===== src/dic_consts.svh =====
// Function
// - Accept jack, GPIO, DSP, detect, lock, peripheral inputs
// - Two independent flag and mask sets
// - Per-input flag set by qualifying edge
// - Jack detect has separate rise, fall flags
// - Flags readable anytime or after request
// - Raw status shows input level, shared
// - Masked input neither sets flag nor requests
// - Each request is OR of own flags
// - Flags sticky until written one; request follows
// - GPIO debounce per pin on 32kHz tick
// - Lock inputs always debounced, needs clock
// - Raw status independent of debounce clocks
// - Global mask; status shows request after global mask
// - Request pin active low, polarity invertible
// - Request pin push-pull or open drain
// - Secondary request triggers DSP firmware
// - Either request routable to GPIO
// - After reset only boot done unmasked
// - Rate converter lock flags on both edges
// - Timer final count sets its flag
// - Logger FIFO condition sets its flag
`ifndef DIC_CONSTS_SVH
`define DIC_CONSTS_SVH

// ----------------------------------------
// Timing
// ----------------------------------------
`define DIC_CLK_HZ 100000000
`define DIC_F32K_HZ 32000
`define DIC_DIV32K (`DIC_CLK_HZ / `DIC_F32K_HZ)
`define DIC_DIV_W 12
`define DIC_DB_SAMPLES 4

// ----------------------------------------
// Source widths
// ----------------------------------------
`define DIC_N_JD 2
`define DIC_N_GPIO 8
`define DIC_N_DSP 4
`define DIC_N_FLL 3
`define DIC_N_ASYNC_RATE_CONVERTER 2
`define DIC_N_TMR 4
`define DIC_N_FIFO 4
`define DIC_N_RAW 29
`define DIC_N_FLAG 31

// ----------------------------------------
// Field positions and reset values
// ----------------------------------------
`define DIC_BOOT_BIT 0
`define DIC_JDR_LSB 1
`define DIC_JDF_LSB 3
`define DIC_MASK_RST 31'h7FFF_FFFE
`define DIC_BOTH_EDGE 29'h001F_87F8

`endif


===== src/dic_pkg.sv =====
`default_nettype none
`include "dic_consts.svh"

package dic_pkg;

  // Inputs arriving from pins, asynchronous
  typedef struct packed {
    logic [`DIC_N_ASYNC_RATE_CONVERTER-1:0] async_rate_converter;
    logic [`DIC_N_FLL-1:0] frequency_locked_loop;
    logic acc;
    logic [`DIC_N_GPIO-1:0] gpio;
    logic [`DIC_N_JD-1:0] jd;
  } dic_pin_t;

  // Inputs from on-chip logic on clk_sys
  typedef struct packed {
    logic [`DIC_N_FIFO-1:0] fifo;
    logic [`DIC_N_TMR-1:0] tmr;
    logic [`DIC_N_DSP-1:0] dsp;
    logic boot;
  } dic_core_t;

  // Request pin and routing configuration
  typedef struct packed {
    logic polarity;
    logic drive_od;
    logic gpio_sel;
  } dic_pin_cfg_t;

endpackage : dic_pkg

`default_nettype wire


===== src/dic_debounce.sv =====
`default_nettype none
`include "dic_consts.svh"

module dic_debounce
  import dic_pkg::*;
#(
  parameter int unsigned SAMPLES = `DIC_DB_SAMPLES
) (
  // Clock and reset
  input wire logic clk_sys,
  input wire logic rst_b,
  // Sample enable and bypass
  input wire logic tick,
  input wire logic bypass,
  // Level in and filtered out
  input wire logic din,
  output logic dout
);

  localparam int CW = $clog2(SAMPLES + 1);

  // ----------------------------------------
  // Stability counter
  // ----------------------------------------
  logic [CW-1:0] cnt; // Ticks the new level has held
  wire differ = din != dout; // Input disagrees with output
  wire last = cnt == CW'(SAMPLES - 1); // Final sample reached

  // Output changes only after SAMPLES agreeing ticks
  always_ff @(posedge clk_sys or negedge rst_b) begin
    if (!rst_b) begin
      cnt <= '0;
      dout <= 1'b0;
    end else if (bypass) begin
      // Filter off: follow input directly
      cnt <= '0;
      dout <= din;
    end else if (!differ) begin
      // Glitch gone: restart the count
      cnt <= '0;
    end else if (tick) begin
      if (last) begin
        dout <= din;
        cnt <= '0;
      end else begin
        cnt <= cnt + CW'(1);
      end
    end
  end

endmodule : dic_debounce

`default_nettype wire


===== src/dic_irq_ctrl.sv =====
`default_nettype none
`include "dic_consts.svh"

module dic_irq_ctrl
  import dic_pkg::*;
(
  // Clock and reset
  input wire logic clk_sys,
  input wire logic rst_b,
  // Interrupt sources
  input wire dic_pin_t pin_src,
  input wire dic_core_t core_src,
  // Debounce clocking and enables
  input wire logic clk32_enable,
  input wire logic system_clock_on,
  input wire logic [`DIC_N_GPIO-1:0] gpio_db_enable,
  // Mask writes, shared data
  input wire logic primary_mask_wr,
  input wire logic secondary_mask_wr,
  input wire logic [`DIC_N_FLAG-1:0] mask_wdata,
  // Flag clears, write one to clear
  input wire logic primary_clr_wr,
  input wire logic secondary_clr_wr,
  input wire logic [`DIC_N_FLAG-1:0] clr_wdata,
  // Global masks and pin configuration
  input wire logic primary_global_mask,
  input wire logic secondary_global_mask,
  input wire dic_pin_cfg_t pin_cfg,
  // Flag and mask readback
  output logic [`DIC_N_FLAG-1:0] primary_flag_set,
  output logic [`DIC_N_FLAG-1:0] secondary_flag_set,
  output logic [`DIC_N_FLAG-1:0] primary_mask,
  output logic [`DIC_N_FLAG-1:0] secondary_mask,
  output logic [`DIC_N_RAW-1:0] raw_status,
  // Request status
  output logic primary_request_status,
  output logic secondary_request_status,
  // Request pin, two signals
  output logic request_pin_out,
  output logic request_pin_oe,
  // Routed requests
  output logic gpio_request_out,
  output logic dsp_fw_trigger
);

  // ----------------------------------------
  // Input synchroniser
  // ----------------------------------------
  dic_pin_t pin_meta; // First stage, read only by pin_sync
  dic_pin_t pin_sync; // Second stage, safe to use

  // Two flops on every pin input
  always_ff @(posedge clk_sys or negedge rst_b) begin
    if (!rst_b) begin
      pin_meta <= '0;
      pin_sync <= '0;
    end else begin
      pin_meta <= pin_src;
      pin_sync <= pin_meta;
    end
  end

  // ----------------------------------------
  // 32 kHz sample enable
  // ----------------------------------------
  localparam logic [`DIC_DIV_W-1:0] DIV_LAST =
    `DIC_DIV_W'(`DIC_DIV32K - 1);

  logic [`DIC_DIV_W-1:0] div_cnt; // Divider count
  logic tick32; // One-cycle 32 kHz pulse
  wire div_wrap = div_cnt == DIV_LAST; // Divider at end

  // Divider runs only while software enables it
  always_ff @(posedge clk_sys or negedge rst_b) begin
    if (!rst_b) begin
      div_cnt <= '0;
      tick32 <= 1'b0;
    end else if (!clk32_enable) begin
      // Stopped clock: no ticks
      div_cnt <= '0;
      tick32 <= 1'b0;
    end else begin
      div_cnt <= div_wrap ? '0 : div_cnt + `DIC_DIV_W'(1);
      tick32 <= div_wrap;
    end
  end

  // Lock filter samples on either clock
  wire fll_tick = tick32 | system_clock_on;

  // ----------------------------------------
  // Debounce filters
  // ----------------------------------------
  logic [`DIC_N_GPIO-1:0] gpio_filt; // Filtered GPIO levels
  logic [`DIC_N_FLL-1:0] fll_filt; // Filtered lock levels

  // GPIO filter, bypassed per pin when off
  for (genvar i = 0; i < `DIC_N_GPIO; i++) begin : g_gpio_db
    dic_debounce u_db (
      .clk_sys(clk_sys),
      .rst_b(rst_b),
      .tick(tick32),
      .bypass(!gpio_db_enable[i]),
      .din(pin_sync.gpio[i]),
      .dout(gpio_filt[i])
    );
  end

  // Lock filter, never bypassed
  for (genvar i = 0; i < `DIC_N_FLL; i++) begin : g_fll_db
    dic_debounce u_db (
      .clk_sys(clk_sys),
      .rst_b(rst_b),
      .tick(fll_tick),
      .bypass(1'b0),
      .din(pin_sync.frequency_locked_loop[i]),
      .dout(fll_filt[i])
    );
  end

  // ----------------------------------------
  // Source vectors
  // ----------------------------------------
  // Raw levels, before any filter
  wire [`DIC_N_RAW-1:0] raw_level = {
    core_src.fifo, core_src.tmr, pin_sync.async_rate_converter,
    pin_sync.frequency_locked_loop, pin_sync.acc, core_src.dsp,
    pin_sync.gpio, pin_sync.jd, core_src.boot
  };

  // Qualified levels that feed edge detection
  wire [`DIC_N_RAW-1:0] qual_level = {
    core_src.fifo, core_src.tmr, pin_sync.async_rate_converter,
    fll_filt, pin_sync.acc, core_src.dsp,
    gpio_filt, pin_sync.jd, core_src.boot
  };

  // ----------------------------------------
  // Edge detection
  // ----------------------------------------
  logic [`DIC_N_RAW-1:0] qual_prev; // Level one cycle ago

  // Remember last qualified level
  always_ff @(posedge clk_sys or negedge rst_b) begin
    if (!rst_b) begin
      qual_prev <= '0;
    end else begin
      qual_prev <= qual_level;
    end
  end

  wire [`DIC_N_RAW-1:0] rise = qual_level & ~qual_prev; // Rising
  wire [`DIC_N_RAW-1:0] fall = ~qual_level & qual_prev; // Falling

  // Rising for boot, DSP, timer, FIFO; both for the rest
  wire [`DIC_N_RAW-1:0] raw_ev =
    rise | (fall & `DIC_BOTH_EDGE);

  // Jack detect splits into rise and fall flags
  wire [`DIC_N_FLAG-1:0] ev = {
    raw_ev[`DIC_N_RAW-1:3],
    fall[2:1],
    rise[2:1],
    raw_ev[`DIC_BOOT_BIT]
  };

  // ----------------------------------------
  // Two flag sets
  // ----------------------------------------
  logic [1:0][`DIC_N_FLAG-1:0] flag_q; // Latched flags
  logic [1:0][`DIC_N_FLAG-1:0] mask_q; // Per-input masks
  logic [1:0][`DIC_N_FLAG-1:0] next_flag; // Flags next cycle
  logic [1:0] next_req; // Request next, after global mask
  wire [1:0] mask_wr = {secondary_mask_wr, primary_mask_wr};
  wire [1:0] clr_wr = {secondary_clr_wr, primary_clr_wr};
  wire [1:0] gmask = {secondary_global_mask, primary_global_mask};

  // Identical logic for each set, fully independent
  for (genvar s = 0; s < 2; s++) begin : g_set
    // Clear mask from a one-written bit
    wire [`DIC_N_FLAG-1:0] clr_bits =
      clr_wr[s] ? clr_wdata : '0;
    // Unmasked edges of this set
    wire [`DIC_N_FLAG-1:0] set_bits =
      ev & ~mask_q[s];

    // Set applied after clear, so an edge wins
    assign next_flag[s] =
      (flag_q[s] & ~clr_bits) | set_bits;

    // Request is OR of this set, global mask gates
    assign next_req[s] =
      !gmask[s] && (|next_flag[s]);

    // Flag and mask storage
    always_ff @(posedge clk_sys or negedge rst_b) begin
      if (!rst_b) begin
        flag_q[s] <= '0;
        mask_q[s] <= `DIC_MASK_RST;
      end else begin
        flag_q[s] <= next_flag[s];
        if (mask_wr[s]) begin
          mask_q[s] <= mask_wdata;
        end
      end
    end
  end

  // ----------------------------------------
  // Request pin level
  // ----------------------------------------
  // Active low unless polarity set
  wire next_pin_lvl =
    pin_cfg.polarity ? next_req[0] : !next_req[0];

  // Open drain pulls low only, else push-pull
  wire next_pin_out =
    pin_cfg.drive_od ? 1'b0 : next_pin_lvl;
  wire next_pin_oe =
    pin_cfg.drive_od ? !next_pin_lvl : 1'b1;

  // ----------------------------------------
  // Output registers
  // ----------------------------------------
  // Raw readback, request status and routing
  always_ff @(posedge clk_sys or negedge rst_b) begin
    if (!rst_b) begin
      raw_status <= '0;
      primary_request_status <= 1'b0;
      secondary_request_status <= 1'b0;
      request_pin_out <= 1'b1;
      request_pin_oe <= 1'b1;
      gpio_request_out <= 1'b0;
      dsp_fw_trigger <= 1'b0;
    end else begin
      // Same raw bits seen through either set
      raw_status <= raw_level;
      primary_request_status <= next_req[0];
      secondary_request_status <= next_req[1];
      request_pin_out <= next_pin_out;
      request_pin_oe <= next_pin_oe;
      // Either request onto the GPIO
      gpio_request_out <= pin_cfg.gpio_sel ?
        next_req[1] : next_req[0];
      dsp_fw_trigger <= next_req[1];
    end
  end

  // Readback straight from the storage flops
  assign primary_flag_set = flag_q[0];
  assign secondary_flag_set = flag_q[1];
  assign primary_mask = mask_q[0];
  assign secondary_mask = mask_q[1];
endmodule : dic_irq_ctrl

`default_nettype wire


===== config.mk =====
export PLATFORM = sky130hd
export DESIGN_NAME = dic_irq_ctrl
export DESIGN_NICKNAME = d
export VERILOG_FILES = /design/src/dic_pkg.sv /design/src/dic_debounce.sv /design/src/dic_irq_ctrl.sv
export VERILOG_INCLUDE_DIRS = /design/src
export SDC_FILE = /design/constraint.sdc
export NUM_CORES = 1
export LEC_CHECK = 0
export BUFFER_PORTS_ARGS = -buffer_cell sky130_fd_sc_hd__buf_2
export CAP_MARGIN = 5
export CORE_MARGIN = 8
export CORE_UTILIZATION = 53
export CTS_CLUSTER_SIZE = 12
export DETAILED_ROUTE_END_ITERATION = 10
export GPL_ROUTABILITY_DRIVEN = 0
export PLACE_DENSITY = 0.82
export SLEW_MARGIN = 20
export SYNTH_ARGS = -nofsm -noshare
export SYNTH_HDL_FRONTEND = slang
export SYNTH_SLANG_ARGS = --single-unit

===== constraint.sdc =====
create_clock -name clk_sys -period 3.3 [get_ports clk_sys]
set_input_delay 0.99 -clock clk_sys [delete_from_list [all_inputs] [get_ports clk_sys]]
set_output_delay 0.99 -clock clk_sys [all_outputs]
set_load 0.01 [all_outputs]

==> flow_summary.toml <==
[die]
die_w_um = 155
fp.dieH_um = 155
pin_count = 271
start_util = 0.533
rows = 51
dieArea_um2 = 24000
core_area_um2 = 19200

[power]
p_leak_nw = 5.97
p_seq_frac = 0.490
totalPowerFinal_mw = 7.86
combPwrFrac = 0.161
switching_power_mw = 2.13
p_clk_frac = 0.350
ir_worst_vdd_v = 0.000476
p_sw_frac = 0.271
p_int_mw = 5.73
cellPowerDensity_nw_per_um2 = 622

[grt]
antenna_found_initial = 2
grt_pass1_wl_um = 42000
track_usage = 0.223
grt_pass1_vias = 7709
grt_max_degree = 71
grt.overflow.total = 0

[worst_setup_path]
worst_ep_required_time_ps = 3700
critPathLaunchType = "input port"
crit_path_end_kind = "flip-flop"
crit_fanout = 7
cp_common_cell = "or4_1"
reg2reg_slack_ps = 610
arrival_ps = 3140
max_stage_delay_ps = 560
reg2reg_depth = 6
path_cells = "buf_2, nand2_1, o2bb2ai_2, or4_1, or4_1, o41a_1, mux2_4"
crit_type = "in -> reg"
crit_slowest_cell = "or4_1"

[routing]
drt-total-wl_um = 27100
final_antenna_net_count = 0
dr.pass1.iters = 4
vias = 7252
route.met2.wl_um = 13400
drt_iter0_markers = 357
routedWlPerCell_um = 19.9
dr.max_layer_used = "met5"
dr_wl_met3_um = 2240
post-route-drc-count = 0
viasPerCell = 5.32
wl_met1_um = 10500

[status]
status = "complete, no violations"

[cts]
cts_root_buf = "clkbuf_16"
cts_hold_buf = 0
numCtsBuffers = 26
cts_tree = "built"
post_cts_resized = 0
htreeDepth = 1
cts_buffer_depth = 3
cts_sinks = 258
path_clk_slew_ps = 60
cts_setup_buffers = 0
clk_latency_ps = 530

[logic_synthesis]
ys_types = 49
yosys-top-cells-area = "dfrtp_1 (48%), dfstp_2 (16%), mux2_2 (8.0%)"
syn_nets = 931
ys_seq_elements = 258
synthArstFlopShare = 1.00
ys_top_cells_by_count = "dfrtp_1 (196), nand2_1 (108), mux2_2 (73)"
syn-cell-area_um2 = 10200
yosys_warnings = 0
syn-instance-count = 806
syn_avg_cell_area_um2 = 12.7
synth_edf_count = 0
post-synth-top-area-cell = "dfrtp_1"
synthFlopType = "dfrtp_1"
seq_area_frac_synth = 0.638
yosys.area.top_type_share = 0.479
yosysMostFrequentCell = "dfrtp_1"

[sta]
finalSetupTns_ps = 0
hold_ws_ps = 346
finalHoldViolations = 0
rsz0062_at_grt = "false"
slew_viol_final = 0
finalCriticalPeriod_ps = 2740
finalCritPeriodShare = 0.829
max_freq_ghz = 0.365
worstMarginPinSlew_ps = 963
skew_ps = 11.0
fin_ws_ps = 563
finalSetupViolCount = 0
slew_headroom = 0.358

[worst_hold_path]
hold_depth = 0
min_path_type = "reg -> reg"

[finish]
drive_above_1_share = 0.423
fin_area_um2 = 12600
nNetsFinal = 1202
syn_to_final_growth_pct = 23.5

[place]
portBuffers = 270
place_ws_ps = 8.38
dp_hpwl_um = 20500
placed_area_um2 = 11800

[run]
maxCapViolCount = 0
flip-flops by register name, indices dropped and copies added, names as in the netlist, 8 cells and up:
signal               flops
div_cnt                 12
pin_sync                16
pin_meta                16
primary_mask            31
qual_prev               29
raw_status              11
secondary_flag_set      31
g_fll_db.u_db.cnt        9
secondary_mask          31
g_gpio_db.u_db.dout      8
primary_flag_set        31
g_gpio_db.u_db.cnt      24
worst max-delay path: cells and delay by family:
kind / cells / cell delay (ps)
mux: 1 / 260
compound gates: 2 / 590
buf+inv: 1 / 170
simple gates: 3 / 1120
worst paths after layout:
kind                                              startpoint                            end
min in group asynchronous                              rst_b        qual_prev[26]$_DFF_PN0_
min                                    pin_meta[7]$_DFF_PN0_          pin_sync[7]$_DFF_PN0_
max                                         secondary_clr_wr     gpio_request_out$_DFF_PN0_
min reg2reg                            pin_meta[7]$_DFF_PN0_          pin_sync[7]$_DFF_PN0_
max reg2reg                g_fll_db[1].u_db.dout$_DFFE_PN0P_     gpio_request_out$_DFF_PN0_
max in group asynchronous                              rst_b  secondary_mask[5]$_DFFE_PN1P_
cell usage in the layout, fill, tap and decap left out, drive strengths merged, types with 2 or more instances in the layout:
| cell type | Yosys | layout |
|---|---|---|
| nand2b | 23 | 23 |
| nand2 | 108 | 108 |
| nor2 | 52 | 52 |
| nand3 | 6 | 6 |
| and3 | 4 | 4 |
| a22oi | 3 | 3 |
| mux2 | 74 | 74 |
| o2bb2ai | 17 | 17 |
| inv | 22 | 22 |
| buf | 31 | 280 |
| or2 | 7 | 7 |
| mux2i | 11 | 11 |
| dfstp | 62 | 62 |
| a21boi | 7 | 7 |
| a2111oi | 7 | 7 |
| nor2b | 6 | 6 |
| xnor2 | 19 | 19 |
| nand4 | 5 | 5 |
| a2bb2oi | 14 | 14 |
| a21bo | 2 | 2 |
| nor4 | 4 | 4 |
| dfrtp | 196 | 196 |
| o22ai | 2 | 2 |
| and4b | 2 | 2 |
| or3b | 3 | 3 |
| ha | 13 | 13 |
| a21oi | 12 | 12 |
| o21ai | 24 | 24 |
| clkbuf | 6 | 46 |
| nor3 | 4 | 4 |
| nand4b | 4 | 4 |
| xor2 | 16 | 16 |
| nor3b | 15 | 15 |
| and2 | 2 | 2 |
| nand3b | 4 | 4 |
| or4 | 6 | 6 |
| a21o | 8 | 8 |
stage by stage:
step / cells / utilization
finish: 1362 / 0.658
global route: 1362 / 0.658
floorplan: 806 / -
CTS: 1361 / 0.658
global placement: 1314 / 0.616
detailed placement: 1314 / 0.616
logic make-up after synthesis:
group,count (synthesis),synth area share
AO/OA/AOI/OAI,100,0.0710
XOR/XNOR,35,0.0299
AND/OR/NAND/NOR,256,0.123
adder cells (fa/ha/maj),13,0.0159
multiplexers,85,0.0925
buffers and inverters,59,0.0296
flip-flops,258,0.638
metal layers:
layer,GRT usage,vias up
met2,0.389,305
met4,0.0849,2
li1,-,3298
met5,0,-
met1,0.260,3582
met3,0.0560,65
layout make-up:
class                   count  area [um2]
flip-flops and latches    258        6530
well taps                 265         332
fillers                  1389        6570
inverters                  22        82.6
clock inverters             1        16.3
multi-input cells         489        3400
repair buffers            280        1490
clock buffers              46         786
diodes                      1        2.50
power groups by stage:
stage               Sequential, mW  Clock [mW]  Combinational [mW]
finish                        3.85        2.75                1.26
global route                  3.89        2.94                1.37
CTS                           3.85        2.83                1.28
detailed placement            3.90           0                1.27
global placement              3.89           0                1.23
floorplan                     3.96           0               0.532
Power figures use the tool's default switching activity.
